## src/shared/bcd_alu_map.svh

```systemverilog
`ifndef BCD_ALU_MAP_SVH
`define BCD_ALU_MAP_SVH
// register byte offsets on the plain register port
`define OFS_ACCUMULATOR 8'h00
`define OFS_FLAGS 8'h04
`define OFS_EVENT_STATUS 8'h08
`define OFS_EVENT_CLEAR 8'h0c
`define OFS_EVENT_ENABLE 8'h10
// bit positions inside the flags register
`define FLG_LESS 0
`define FLG_EQUAL 1
`define FLG_GREATER 2
`define FLG_ZERO 3
`define FLG_BORROW16 4
`define FLG_BORROW32 5
`define FLG_CARRY16 6
`define FLG_CARRY32 7
`define FLG_NEGATIVE 8
`define FLG_BAD_DIGIT 9
`define FLAGS_WIDTH 10
// bit positions inside the event status, clear and enable registers
`define EVT_DONE 0
`define EVT_OVERFLOW 1
`define EVT_BAD_DIGIT 2
`define EVT_WIDTH 3
// reset values
`define ACC_RESET 32'h0000_0000
`define FLAGS_RESET 10'h000
`define EVENT_RESET 3'h0
`define RDATA_RESET 32'h0000_0000
`endif

```

## src/shared/bcd_alu_pkg.sv

```systemverilog
package bcd_alu_pkg;
    // operations the sequencer may issue with a strobe
    typedef enum logic [2:0] {
        COMPARE_DOUBLE_OP,
        BCD_ADD_SINGLE_OP,
        BCD_ADD_DOUBLE_OP,
        BCD_SUBTRACT_SINGLE_OP,
        BCD_SUBTRACT_DOUBLE_OP
    } op_t;
    // one accumulator or operand word
    typedef logic [31:0] word_t;
endpackage

```

## src/core/bcd_digit_adder.sv

```systemverilog
`timescale 1ns/100ps
// ripple of decimal digit cells; subtract adds the nines complement plus one
module bcd_digit_adder #(
    parameter int DIGITS = 8
) (
    input wire logic [4*DIGITS-1:0] augend,
    input wire logic [4*DIGITS-1:0] addend,
    input wire logic subtract,
    output logic [4*DIGITS-1:0] sum,
    output logic [DIGITS-1:0] digitCarry,
    output logic badDigit
);
    logic [DIGITS:0] carryChain; // decimal carry between cells
    logic [DIGITS-1:0] badMask; // one per digit holding a nibble above nine

    // the carry-in of a subtraction is the +1 of the tens complement
    assign carryChain[0] = subtract;

    ////////////////////////////////////////////////////////////////////////////
    genvar d;
    generate
        for (d = 0; d < DIGITS; d++) begin : gDigit
            logic [3:0] aDig; // accumulator digit
            logic [3:0] bDig; // operand digit
            logic [3:0] bEff; // operand digit or its nines complement
            logic [4:0] rawSum; // plain binary digit sum
            logic over; // digit sum passed nine
            assign aDig = augend[4*d +: 4];
            assign bDig = addend[4*d +: 4];
            // an illegal operand nibble may wrap here; it is flagged anyway
            assign bEff = subtract ? 4'h9 - bDig : bDig;
            assign rawSum = {1'b0, aDig} + {1'b0, bEff} + {4'h0, carryChain[d]};
            assign over = rawSum > 5'h09;
            // decimal correction: skip the six unused codes
            assign sum[4*d +: 4] = over ? 4'(rawSum + 5'h06) : rawSum[3:0];
            assign carryChain[d+1] = over;
            assign digitCarry[d] = over;
            assign badMask[d] = (aDig > 4'h9) | (bDig > 4'h9);
        end
    endgenerate

    // any illegal nibble in either input
    assign badDigit = |badMask;
endmodule

```

## src/core/bcd_accumulator_add_sub_compare.sv

```systemverilog
// The address-and-strobe port and the register offsets were left to the implementer.
`timescale 1ns/100ps
`include "bcd_alu_map.svh"

// Summary of operation
// - compare full accumulator with 32-bit operand
// - less flag set when accumulator below operand
// - equal flag set when values match
// - greater flag set when accumulator above operand
// - single add sums low half with word
// - double add sums accumulator with 32-bit operand
// - single subtract takes word from low half
// - double subtract takes operand from accumulator
// - zero flag follows add/subtract result
// - single add overflow sets 16-bit carry
// - double add overflow sets 32-bit carry
// - single subtract borrow sets 16-bit borrow
// - double subtract borrow sets 32-bit borrow
// - negative flag follows result top bit
// - illegal BCD nibble in an add or subtract input sets invalid-digit flag
// - flags hold until next affecting operation
module bcd_accumulator_add_sub_compare #(
    parameter int ADDR_WIDTH = 8
) (
    input wire logic clk_sys,
    input wire logic reset_n,
    input wire logic opStrobe,
    input wire bcd_alu_pkg::op_t opCode,
    input wire bcd_alu_pkg::word_t operand,
    input wire logic [ADDR_WIDTH-1:0] regAddr,
    input wire logic [31:0] regWrData,
    input wire logic regWrite,
    input wire logic regRead,
    output logic [31:0] regRdData,
    output bcd_alu_pkg::word_t accValue,
    output logic lessThanFlag,
    output logic equalFlag,
    output logic greaterThanFlag,
    output logic zeroResultFlag,
    output logic borrow16Flag,
    output logic borrow32Flag,
    output logic carry16Flag,
    output logic carry32Flag,
    output logic negativeFlag,
    output logic invalidDigitFlag,
    output logic opDone,
    output logic irq
);
    import bcd_alu_pkg::*;

    localparam int DIGITS = 8; // digits in the accumulator
    localparam int HALF = DIGITS / 2; // digits in a single-width operation

    ////////////////////////////////////////////////////////////////////////////
    // state

    word_t acc_r; // the accumulator
    word_t accNxt;
    logic [`FLAGS_WIDTH-1:0] flags_r; // status flags
    logic [`FLAGS_WIDTH-1:0] flagsNxt;
    logic [`EVT_WIDTH-1:0] evtStatus_r; // sticky events
    logic [`EVT_WIDTH-1:0] evtStatusNxt;
    logic [`EVT_WIDTH-1:0] evtEnable_r; // events allowed onto irq
    logic [`EVT_WIDTH-1:0] evtEnableNxt;
    logic [31:0] rdData_r; // read answer, valid one cycle
    logic opDone_r; // completion pulse
    logic irq_r; // interrupt level

    ////////////////////////////////////////////////////////////////////////////
    // operation decode

    logic isCmp; // double compare
    logic isAdd; // either add width
    logic isSub; // either subtract width
    logic isSingle; // works on the low half only
    logic cmpHit; // compare executes this edge
    logic arithHit; // add or subtract executes this edge
    logic addHit;
    logic subHit;

    assign isCmp = (opCode == COMPARE_DOUBLE_OP);
    assign isAdd = (opCode == BCD_ADD_SINGLE_OP) | (opCode == BCD_ADD_DOUBLE_OP);
    assign isSub = (opCode == BCD_SUBTRACT_SINGLE_OP) | (opCode == BCD_SUBTRACT_DOUBLE_OP);
    assign isSingle = (opCode == BCD_ADD_SINGLE_OP) | (opCode == BCD_SUBTRACT_SINGLE_OP);
    assign cmpHit = opStrobe & isCmp;
    assign addHit = opStrobe & isAdd;
    assign subHit = opStrobe & isSub;
    assign arithHit = addHit | subHit;

    ////////////////////////////////////////////////////////////////////////////
    // decimal datapath

    word_t augendSel; // accumulator, cut to the low half for single width
    word_t addendSel; // operand, cut likewise
    word_t bcdSum; // raw digit result
    logic [DIGITS-1:0] digitCarry; // carry out of each digit
    logic badDigit; // an input held a nibble above nine
    logic carryOut; // decimal carry out of the active width
    word_t resultSel; // value written back to the accumulator

    // single-width work ignores the upper half of both inputs, so its
    // digits can neither raise a carry nor count as illegal
    assign augendSel = isSingle ? {16'h0000, acc_r[15:0]} : acc_r;
    assign addendSel = isSingle ? {16'h0000, operand[15:0]} : operand;

    bcd_digit_adder #(
        .DIGITS(DIGITS)
    ) uDigitAdder (
        .augend(augendSel),
        .addend(addendSel),
        .subtract(isSub),
        .sum(bcdSum),
        .digitCarry(digitCarry),
        .badDigit(badDigit)
    );

    // carry for add, inverted borrow for subtract
    assign carryOut = isSingle ? digitCarry[HALF-1] : digitCarry[DIGITS-1];
    // a single-width result clears the upper half of the accumulator;
    // a negative difference is left in tens complement form
    assign resultSel = isSingle ? {16'h0000, bcdSum[15:0]} : bcdSum;

    ////////////////////////////////////////////////////////////////////////////
    // compare: plain unsigned binary, the operand may hold any hex digits

    logic accBelow;
    logic accMatch;
    assign accBelow = acc_r < operand;
    assign accMatch = acc_r == operand;

    ////////////////////////////////////////////////////////////////////////////
    // register port decode

    logic selAcc;
    logic selFlags;
    logic selEvtStatus;
    logic selEvtClear;
    logic selEvtEnable;
    logic [`EVT_WIDTH-1:0] clearMask; // write-one-to-clear bits
    logic [`EVT_WIDTH-1:0] evtSet; // events raised this edge
    logic [31:0] rdSel; // value presented on the next cycle

    assign selAcc = regAddr == ADDR_WIDTH'(`OFS_ACCUMULATOR);
    assign selFlags = regAddr == ADDR_WIDTH'(`OFS_FLAGS);
    assign selEvtStatus = regAddr == ADDR_WIDTH'(`OFS_EVENT_STATUS);
    assign selEvtClear = regAddr == ADDR_WIDTH'(`OFS_EVENT_CLEAR);
    assign selEvtEnable = regAddr == ADDR_WIDTH'(`OFS_EVENT_ENABLE);
    assign clearMask = (regWrite & selEvtClear) ? regWrData[`EVT_WIDTH-1:0] : `EVENT_RESET;

    // unmapped and write-only offsets read as zero
    assign rdSel = selAcc ? acc_r :
                   selFlags ? {22'h000000, flags_r} :
                   selEvtStatus ? {29'h00000000, evtStatus_r} :
                   selEvtEnable ? {29'h00000000, evtEnable_r} : 32'h0000_0000;

    ////////////////////////////////////////////////////////////////////////////
    // next values

    // an add or subtract wins over a software load in the same cycle
    assign accNxt = arithHit ? resultSel :
                    (regWrite & selAcc) ? regWrData : acc_r;

    // compare touches only the three relation flags
    assign flagsNxt[`FLG_LESS] = cmpHit ? accBelow : flags_r[`FLG_LESS];
    assign flagsNxt[`FLG_EQUAL] = cmpHit ? accMatch : flags_r[`FLG_EQUAL];
    assign flagsNxt[`FLG_GREATER] = cmpHit ? ~accBelow & ~accMatch : flags_r[`FLG_GREATER];
    // add and subtract share zero, negative and invalid digit
    assign flagsNxt[`FLG_ZERO] = arithHit ? (resultSel == 32'h0000_0000) : flags_r[`FLG_ZERO];
    assign flagsNxt[`FLG_NEGATIVE] = arithHit ? resultSel[31] : flags_r[`FLG_NEGATIVE];
    assign flagsNxt[`FLG_BAD_DIGIT] = arithHit ? badDigit : flags_r[`FLG_BAD_DIGIT];
    // both carry flags belong to add; only the active width can set
    assign flagsNxt[`FLG_CARRY16] = addHit ? isSingle & carryOut : flags_r[`FLG_CARRY16];
    assign flagsNxt[`FLG_CARRY32] = addHit ? ~isSingle & carryOut : flags_r[`FLG_CARRY32];
    // both borrow flags belong to subtract; a missing carry is a borrow
    assign flagsNxt[`FLG_BORROW16] = subHit ? isSingle & ~carryOut : flags_r[`FLG_BORROW16];
    assign flagsNxt[`FLG_BORROW32] = subHit ? ~isSingle & ~carryOut : flags_r[`FLG_BORROW32];

    // interrupt sources: every completion, every carry or borrow, bad input
    assign evtSet[`EVT_DONE] = opStrobe;
    assign evtSet[`EVT_OVERFLOW] = (addHit & carryOut) | (subHit & ~carryOut);
    assign evtSet[`EVT_BAD_DIGIT] = arithHit & badDigit;
    // the set term is ORed last so an event in a clearing cycle survives
    assign evtStatusNxt = (evtStatus_r & ~clearMask) | evtSet;
    assign evtEnableNxt = (regWrite & selEvtEnable) ? regWrData[`EVT_WIDTH-1:0] : evtEnable_r;

    ////////////////////////////////////////////////////////////////////////////
    // accumulator and flags move on the same edge

    always_ff @(posedge clk_sys) begin
        if (!reset_n) begin
            acc_r <= `ACC_RESET;
            flags_r <= `FLAGS_RESET;
        end else begin
            acc_r <= accNxt;
            flags_r <= flagsNxt;
        end
    end

    ////////////////////////////////////////////////////////////////////////////
    // event, enable and interrupt state

    always_ff @(posedge clk_sys) begin
        if (!reset_n) begin
            evtStatus_r <= `EVENT_RESET;
            evtEnable_r <= `EVENT_RESET;
            irq_r <= 1'b0;
            opDone_r <= 1'b0;
        end else begin
            evtStatus_r <= evtStatusNxt;
            evtEnable_r <= evtEnableNxt;
            // built from next values so irq tracks status with no lag
            irq_r <= |(evtStatusNxt & evtEnableNxt);
            opDone_r <= opStrobe;
        end
    end

    ////////////////////////////////////////////////////////////////////////////
    // read answer: only the cycle after regRead, zero otherwise

    always_ff @(posedge clk_sys) begin
        if (!reset_n) begin
            rdData_r <= `RDATA_RESET;
        end else begin
            rdData_r <= regRead ? rdSel : `RDATA_RESET;
        end
    end

    ////////////////////////////////////////////////////////////////////////////
    // outputs, each straight from a flop

    assign regRdData = rdData_r;
    assign accValue = acc_r;
    assign lessThanFlag = flags_r[`FLG_LESS];
    assign equalFlag = flags_r[`FLG_EQUAL];
    assign greaterThanFlag = flags_r[`FLG_GREATER];
    assign zeroResultFlag = flags_r[`FLG_ZERO];
    assign borrow16Flag = flags_r[`FLG_BORROW16];
    assign borrow32Flag = flags_r[`FLG_BORROW32];
    assign carry16Flag = flags_r[`FLG_CARRY16];
    assign carry32Flag = flags_r[`FLG_CARRY32];
    assign negativeFlag = flags_r[`FLG_NEGATIVE];
    assign invalidDigitFlag = flags_r[`FLG_BAD_DIGIT];
    assign opDone = opDone_r;
    assign irq = irq_r;
endmodule

```

## config.mk

```make
export PLATFORM = sky130hd
export DESIGN_NAME = bcd_accumulator_add_sub_compare
export DESIGN_NICKNAME = d
export VERILOG_FILES = /design/src/shared/bcd_alu_pkg.sv /design/src/core/bcd_digit_adder.sv /design/src/core/bcd_accumulator_add_sub_compare.sv
export VERILOG_INCLUDE_DIRS = /design/src /design/src/shared
export SDC_FILE = /design/constraint.sdc
export NUM_CORES = 1
export LEC_CHECK = 0
export BUFFER_PORTS_ARGS = -buffer_cell sky130_fd_sc_hd__buf_2
export CAP_MARGIN = 40
export CORE_MARGIN = 10
export CORE_UTILIZATION = 35
export DETAILED_ROUTE_END_ITERATION = 8
export HOLD_SLACK_MARGIN = 0.1
export SLEW_MARGIN = 5
export SYNTH_ARGS = -nofsm -noshare
export SYNTH_HDL_FRONTEND = slang
export SYNTH_SLANG_ARGS = --single-unit
```

## constraint.sdc

```tcl
create_clock -name clk_sys -period 17.9 [get_ports clk_sys]
set_clock_uncertainty 0.05 [all_clocks]
set_input_delay 0.895 -clock clk_sys [delete_from_list [all_inputs] [get_ports clk_sys]]
set_output_delay 0.895 -clock clk_sys [all_outputs]
set_load 0.02 [all_outputs]
```

==> impl_metrics.xml, run 1 <==
<?xml version="1.0" encoding="UTF-8"?>
<metrics>
  <group name="layout">
    <metric name="sequential_cell_area" unit="mm²">0.00164</metric>
    <metric name="final_layout_size_suffix_gt1_frac" unit="">0.217</metric>
    <metric name="num-nets-final" unit="">1138</metric>
    <metric name="syn_to_final_growth" unit="%">19.9</metric>
    <metric name="num-fill-cells" unit="">1990</metric>
    <metric name="multiInputGateArea" unit="mm²">0.00494</metric>
    <metric name="n_antenna_cell" unit="">0</metric>
  </group>
  <group name="clocking">
    <metric name="cts-root-to-sink-buffers" unit="">2</metric>
    <metric name="worst_skew_pair.late_latency" unit="ns">0.35</metric>
    <metric name="tritoncts" unit="">done</metric>
    <metric name="worst_setup_hold_path_clk_slew" unit="ns">0.07</metric>
    <metric name="cts.sinks" unit="">82</metric>
    <metric name="maximum_level_of_the_cts_h_tree" unit="">3</metric>
    <metric name="clockRootBuffer" unit="">clkbuf_16</metric>
    <metric name="tritoncts.num_buffers" unit="">9</metric>
  </group>
  <group name="yosys">
    <metric name="synthFlopType" unit="">dfxtp_1</metric>
    <metric name="synth_cell_type_count" unit="">74</metric>
    <metric name="ys_seq_area_frac" unit="">0.237</metric>
    <metric name="syn_avg_cell_area" unit="µm²">8.41</metric>
    <metric name="synth_cells" unit="">822</metric>
    <metric name="synth_seq_cells" unit="">82</metric>
    <metric name="synth_top_cell_by_area" unit="">dfxtp_1</metric>
    <metric name="synth-edff-count" unit="">0</metric>
    <metric name="synth_fp_nets" unit="">993</metric>
    <metric name="syn-cell-area" unit="mm²">0.00691</metric>
    <metric name="synth_largest_type_area_fraction" unit="">0.237</metric>
    <metric name="cell_types_occupying_the_most_area_after_synthesis" unit="">dfxtp_1, ha_1, mux2i_1</metric>
    <metric name="yosysWarnings" unit="">0</metric>
    <metric name="most_instantiated_library_cell_after_synthesis" unit="">dfxtp_1</metric>
    <metric name="most_common_library_cells_after_synthesis" unit="">dfxtp_1, ha_1, nor2_1</metric>
    <metric name="async_sr_flop_fraction" unit="">0</metric>
  </group>
  <group name="timing">
    <metric name="rsz0062_at_grt" unit="">false</metric>
    <metric name="drv_slew" unit="">0</metric>
    <metric name="upper_clock_frequency_limit" unit="MHz">59.8</metric>
    <metric name="final_critical_path_share_of_the_clock_period" unit="">0.934</metric>
    <metric name="layout_min_cycle_time" unit="ns">16.73</metric>
    <metric name="setup_viol" unit="">0</metric>
    <metric name="final.setup.tns" unit="ns">0</metric>
    <metric name="tightestPinTransition" unit="ns">0.716</metric>
    <metric name="slew_headroom" unit="">0.522</metric>
    <metric name="final_hold_viol_count" unit="">0</metric>
  </group>
  <group name="worst_setup_path">
    <metric name="setup.worst_path.start_class" unit="">input port</metric>
    <metric name="critical_path.slowest_cell" unit="">fa_1</metric>
    <metric name="critPathMostFrequentCell" unit="">fa_1</metric>
    <metric name="critical-path-max-stage-delay" unit="ns">0.50</metric>
    <metric name="cp_data_required_time" unit="ns">18.13</metric>
    <metric name="worst-path-max-fanout" unit="">20</metric>
    <metric name="critical_path.endpoint_type" unit="">register</metric>
    <metric name="worst-endpoint-arrival" unit="ns">16.95</metric>
    <metric name="critical_path_class" unit="">in2reg</metric>
  </group>
  <group name="drt">
    <metric name="ant_nets" unit="">0</metric>
    <metric name="drc_errors" unit="">0</metric>
    <metric name="detailedRoute.firstIterationViolations" unit="">540</metric>
    <metric name="via_count" unit="">6551</metric>
    <metric name="drt_first_pass_iters" unit="">6</metric>
    <metric name="postRouteWirelength" unit="µm">23100</metric>
    <metric name="detailed_route_vias_per_instance" unit="">5.30</metric>
    <metric name="detail_route.wl_per_cell" unit="µm">18.7</metric>
  </group>
  <group name="min_path">
    <metric name="worst_hold_path_type" unit="">reg2reg</metric>
  </group>
  <group name="power">
    <metric name="fin_total_pwr" unit="µW">913</metric>
    <metric name="peakVddDrop" unit="mV">0.0552</metric>
    <metric name="power_leakage" unit="nW">4.22</metric>
    <metric name="powerDensity" unit="mW/mm²">110</metric>
  </group>
  <group name="floorplanning">
    <metric name="io_pins" unit="">156</metric>
    <metric name="row_count" unit="">51</metric>
    <metric name="fp.coreArea" unit="mm²">0.0195</metric>
    <metric name="die_h" unit="µm">161</metric>
    <metric name="initial_core_util" unit="">0.355</metric>
    <metric name="floorplan.die_area" unit="mm²">0.0258</metric>
    <metric name="die-width" unit="µm">161</metric>
  </group>
  <group name="global_routing">
    <metric name="grt_antenna_before_repair" unit="">1</metric>
    <metric name="global_route.usage.total" unit="">0.175</metric>
    <metric name="grt_pass1_wl" unit="µm">36500</metric>
    <metric name="grt_max_degree" unit="">42</metric>
    <metric name="grt_pass1_vias" unit="">6549</metric>
    <metric name="grt.overflow.total" unit="">0</metric>
  </group>
  <group name="job">
    <metric name="cap_viol_max_count" unit="">0</metric>
  </group>
  <group name="run_status">
    <metric name="run_status" unit="">complete, no violations</metric>
  </group>
  <group name="place">
    <metric name="numPortBuffers" unit="">155</metric>
    <metric name="post-dp-hpwl" unit="µm">18300</metric>
    <metric name="place.gp.congestion" unit="">0.907</metric>
  </group>
</metrics>
[sequential cells by signal (all words and copies together) (netlist names)]
name         flops
accValue        32
evtEnable_r      3
evtStatus_r      3
flags_r         10
irq              1
opDone           1
regRdData       32
[cells by family (layout without fill, tap and decap cells)]
logic type,after synthesis,count (layout),share of synthesized area
and+or+nand+nor,269,269,0.204
buffers and inverters,85,235,0.0512
DFF,82,82,0.237
xor gates and xnor gates,32,32,0.0405
adders and majority gates,91,91,0.181
muxes,51,51,0.0791
AOI/OAI and AO/OA,212,212,0.207
[area by class of cell]
| type | count | area share |
|---|---|---|
| Multi-Input combinational cell | 655 | 0.596 |
| Sequential cell | 82 | 0.198 |
| Timing Repair Buffer | 164 | 0.102 |
| Tap cell | 265 | 0.0400 |
| Clock buffer | 10 | 0.0288 |
| Inverter | 55 | 0.0249 |
| Clock inverter | 6 | 0.0109 |
[critical path: cells and delay by family]
| family | cells | cell delay [ns] |
|---|---|---|
| fa+ha+maj | 19 | 7.79 |
| mux | 1 | 0.26 |
| compound gates | 22 | 4.63 |
| xor+xnor | 6 | 1.84 |
| buf+inv | 5 | 0.78 |
| simple gates | 4 | 0.74 |
[final timing paths]
| path | from | to | slack [ns] | depth (start not counted) |
|---|---|---|---|---|
| max reg2reg | accValue[0] | irq | 2.24 | 53 |
| max | opCode[0] | irq | 1.17 | 57 |
| min reg2reg | evtEnable_r[0] | evtEnable_r[0] | 0.48 | 2 |
| min | evtEnable_r[0] | evtEnable_r[0] | 0.48 | 2 |
[layout by cell type, fill, tap and decap left out, types with 5 or more instances in the layout]
master     synthesis  routed
and3_1            10      10
ha_1              76      76
a21oi_1           49      48
a21o_1            22      22
fa_1              15      15
nand3_1           13      13
mux2i_1           37      37
inv_1             55      55
xnor2_1           30      29
buf_4              2       9
o22a_1             6       6
and2_1            44      44
o21ai_1            7       7
nand4_1           13      13
clkbuf_16          0       9
a22o_1             7       7
o21ai_0           44      44
nand3b_1           6       6
dfxtp_1           82      82
nand2_1           55      55
a211oi_1          24      24
a31oi_1            5       5
nor2_1            74      74
o211ai_1           8       8
mux2_2            10      10
buf_2             10     155
nor3_1            15      15
[power by group]
group	internal [mW]	switching [mW]	leakage, nW
Clock	0.126	0.0839	0.159
Sequential	0.195	0.0226	0.667
Combinational	0.203	0.282	3.39
[layer usage]
layer | track usage | wire [µm] | vias to the layer above
li1 | - | - | 3249
met1 | 0.232 | 10800 | 3052
met2 | 0.273 | 10300 | 220
met3 | 0.0401 | 1440 | 30
met4 | 0.0634 | 568 | 0
met5 | 0 | 0 | -
[stage by stage]
stage | area, µm² | hold WS (ns) | std cells | setup slack, ns | util
2_1_floorplan | 6910 | 0.422 | 822 | 2.41 | -
3_3_place_gp | 7940 | 0.460 | 1220 | 1.40 | 0.408
3_5_place_dp | 7950 | 0.461 | 1221 | 0.897 | 0.409
4_1_cts | 8280 | 0.477 | 1237 | 1.25 | 0.425
5_1_grt | 8290 | 0.507 | 1237 | 0.0587 | 0.426
6_report | 8290 | 0.475 | 1237 | 1.17 | 0.426
[repair_timing]
item                       in CTS  in global routing
setup endpoints to repair       0                  1
gates resized for setup         0                  1
hold buffers                    0                  0
buffers inserted                0                  0
Note: power is estimated with default switching activity, not from simulation.
==> run 2: changes to the inputs <==
==> constraint.sdc (replaced) <==
create_clock -name clk_sys -period 16.6 [get_ports clk_sys]
set_clock_uncertainty 0.05 [all_clocks]
set_input_delay 0.83 -clock clk_sys [delete_from_list [all_inputs] [get_ports clk_sys]]
set_output_delay 0.83 -clock clk_sys [all_outputs]
set_load 0.02 [all_outputs]
==> impl_metrics.xml, run 2 (synthesis gave the netlist of run 1 again) <==
<?xml version="1.0" encoding="UTF-8"?>
<metrics>
  <group name="drt">
    <metric name="drt_first_pass_iters" unit="">5</metric>
    <metric name="via_count" unit="">6540</metric>
    <metric name="drc_errors" unit="">0</metric>
    <metric name="postRouteWirelength" unit="µm">23100</metric>
    <metric name="ant_nets" unit="">0</metric>
    <metric name="detail_route.wl_per_cell" unit="µm">18.6</metric>
    <metric name="detailedRoute.firstIterationViolations" unit="">477</metric>
    <metric name="detailed_route_vias_per_instance" unit="">5.28</metric>
  </group>
  <group name="floorplanning">
    <metric name="floorplan.die_area" unit="mm²">0.0258</metric>
    <metric name="die-width" unit="µm">161</metric>
    <metric name="initial_core_util" unit="">0.355</metric>
    <metric name="row_count" unit="">51</metric>
    <metric name="io_pins" unit="">156</metric>
    <metric name="fp.coreArea" unit="mm²">0.0195</metric>
    <metric name="die_h" unit="µm">161</metric>
  </group>
  <group name="power">
    <metric name="peakVddDrop" unit="mV">0.0547</metric>
    <metric name="clkPwrFrac" unit="">0.216</metric>
    <metric name="intPower" unit="µW">557</metric>
    <metric name="power_switching" unit="µW">419</metric>
    <metric name="powerDensity" unit="mW/mm²">117</metric>
    <metric name="power.share.switching" unit="">0.429</metric>
    <metric name="power_leakage" unit="nW">4.23</metric>
    <metric name="p_comb_frac" unit="">0.543</metric>
    <metric name="seq_power_share" unit="">0.241</metric>
  </group>
  <group name="layout">
    <metric name="multiInputGateArea" unit="mm²">0.00499</metric>
    <metric name="final_layout_size_suffix_gt1_frac" unit="">0.226</metric>
    <metric name="final_cells" unit="">1239</metric>
    <metric name="sequential_cell_area" unit="mm²">0.00164</metric>
    <metric name="syn_to_final_growth" unit="%">20.5</metric>
    <metric name="num-fill-cells" unit="">1976</metric>
    <metric name="mostFrequentLayoutCell" unit="">buf_2</metric>
    <metric name="layout.cells.most_common_list" unit="">buf_2, dfxtp_1, ha_1, nor2_1, inv_1</metric>
    <metric name="finalInstanceArea" unit="mm²">0.00833</metric>
    <metric name="n_antenna_cell" unit="">0</metric>
    <metric name="num-nets-final" unit="">1140</metric>
  </group>
  <group name="min_path">
    <metric name="worstHoldStart" unit="">flags_r[7]</metric>
    <metric name="timing.hold.worst_endpoint" unit="">flags_r[7]</metric>
    <metric name="worst_hold_path_type" unit="">reg2reg</metric>
    <metric name="holdPathStages" unit="">2</metric>
  </group>
  <group name="clocking">
    <metric name="cts.sinks" unit="">82</metric>
    <metric name="worst_skew_pair.late_latency" unit="ns">0.36</metric>
    <metric name="tritoncts.num_buffers" unit="">9</metric>
    <metric name="clockRootBuffer" unit="">clkbuf_16</metric>
    <metric name="maximum_level_of_the_cts_h_tree" unit="">3</metric>
    <metric name="cts-root-to-sink-buffers" unit="">2</metric>
    <metric name="tritoncts" unit="">done</metric>
    <metric name="worst_setup_hold_path_clk_slew" unit="ns">0.07</metric>
  </group>
  <group name="worst_setup_path">
    <metric name="r2r.worst_path.cells" unit="">52</metric>
    <metric name="critical-path-max-stage-delay" unit="ns">0.49</metric>
    <metric name="critPathMostFrequentCell" unit="">fa_1</metric>
    <metric name="worst-endpoint-arrival" unit="ns">15.87</metric>
    <metric name="cp_data_required_time" unit="ns">16.83</metric>
    <metric name="worstReg2RegStart" unit="">accValue[0]</metric>
    <metric name="path_delay_family" unit="">adder cells</metric>
    <metric name="critPathLaunch" unit="">opCode[0]</metric>
    <metric name="critical_path.endpoint_type" unit="">register</metric>
    <metric name="worst-path-max-fanout" unit="">10</metric>
    <metric name="rrSetupSlack" unit="ns">1.67</metric>
    <metric name="critical_path_class" unit="">in2reg</metric>
    <metric name="setup.worst_path.start_class" unit="">input port</metric>
    <metric name="critical_path.slowest_cell" unit="">fa_1</metric>
    <metric name="critical_path_buf_inv_count" unit="">3</metric>
    <metric name="rr_endpoint" unit="">irq</metric>
  </group>
  <group name="timing">
    <metric name="layout_min_cycle_time" unit="ns">15.64</metric>
    <metric name="drv_slew" unit="">0</metric>
    <metric name="final_hold_viol_count" unit="">0</metric>
    <metric name="final_critical_path_share_of_the_clock_period" unit="">0.942</metric>
    <metric name="tightestPinTransition" unit="ns">0.736</metric>
    <metric name="final_worst_setup_slack" unit="ns">0.961</metric>
    <metric name="slew_headroom" unit="">0.505</metric>
    <metric name="final.setup.tns" unit="ns">0</metric>
    <metric name="setup_viol" unit="">0</metric>
    <metric name="upper_clock_frequency_limit" unit="MHz">63.9</metric>
  </group>
  <group name="global_routing">
    <metric name="global_route.usage.total" unit="">0.176</metric>
    <metric name="grt_pass1_vias" unit="">6523</metric>
    <metric name="grt_antenna_before_repair" unit="">0</metric>
    <metric name="grt_max_degree" unit="">42</metric>
    <metric name="grt.overflow.total" unit="">0</metric>
    <metric name="grt_pass1_wl" unit="µm">36300</metric>
  </group>
  <group name="place">
    <metric name="numPortBuffers" unit="">155</metric>
    <metric name="placed_cells" unit="">1223</metric>
    <metric name="preCtsSetupSlack" unit="ns">0.144</metric>
    <metric name="place.gp.congestion" unit="">0.913</metric>
    <metric name="place_area" unit="mm²">0.00797</metric>
    <metric name="post-dp-hpwl" unit="µm">18200</metric>
  </group>
  <group name="run_status">
    <metric name="run_status" unit="">complete, no violations</metric>
  </group>
  <group name="job">
    <metric name="cap_viol_max_count" unit="">0</metric>
  </group>
</metrics>
run 2: cell types whose count changed in the layout (fill, tap and decap cells not counted), sizes merged:
cell and delta:
bufinv -1, buf +2, inv +1
run 2: layout make-up:
class                      count  share of cell area
timing repair buffer         166               0.103
multi-input combinational    655               0.599
clock inverter                 6             0.00781
sequential                    82               0.197
inverter                      55              0.0248
tap                          265              0.0398
clock buffer                  10              0.0287
run 2: how the worst max path moves through the flow:
stage	slack (ns)	to	cells past startpoint
after CTS	0.47	irq	56
after global placement	0.54	irq	56
after detailed placement	0.14	irq	56
after floorplan	1.18	irq	58
after global routing	-0.1	irq	56
final	0.96	irq	55
run 2: repair_timing:
| item | 4_1_cts | 5_1_grt |
|---|---|---|
| setup endpoints to repair | 0 | 9 |
| setup buffers | 0 | 0 |
| resized for setup | 0 | 9 |
| hold buffers | 0 | 0 |
| hold endpoints to repair | 0 | 0 |
run 2: worst min-delay path, delay by kind of cell (launching register included):
| family | cells | cell delay, ns |
|---|---|---|
| compound gates | 2 | 0.14 |
| flops | 1 | 0.35 |
run 2: power groups by stage:
stage                     Clock, mW  Combinational [mW]  Sequential (mW)
final                         0.211               0.530            0.235
after global routing          0.224               0.593            0.238
after CTS                     0.215               0.515            0.235
after detailed placement          0               0.511            0.240
after global placement            0               0.511            0.240
after floorplan                   0               0.367            0.245
run 2: routing by layer:
layer  global-route usage  wire length, µm
met4               0.0659              604
met2                0.277            10500
met1                0.227            10500
met3               0.0445             1520
met5                    0                0
run 2: metrics by stage:
stage | util | hold WS [ns] | power [mW]
final | 0.428 | 0.484 | 0.976
after global routing | 0.428 | 0.518 | 1.06
after CTS | 0.425 | 0.487 | 0.965
after global placement | 0.409 | 0.463 | 0.751
after detailed placement | 0.409 | 0.469 | 0.751
after floorplan | - | 0.422 | 0.612
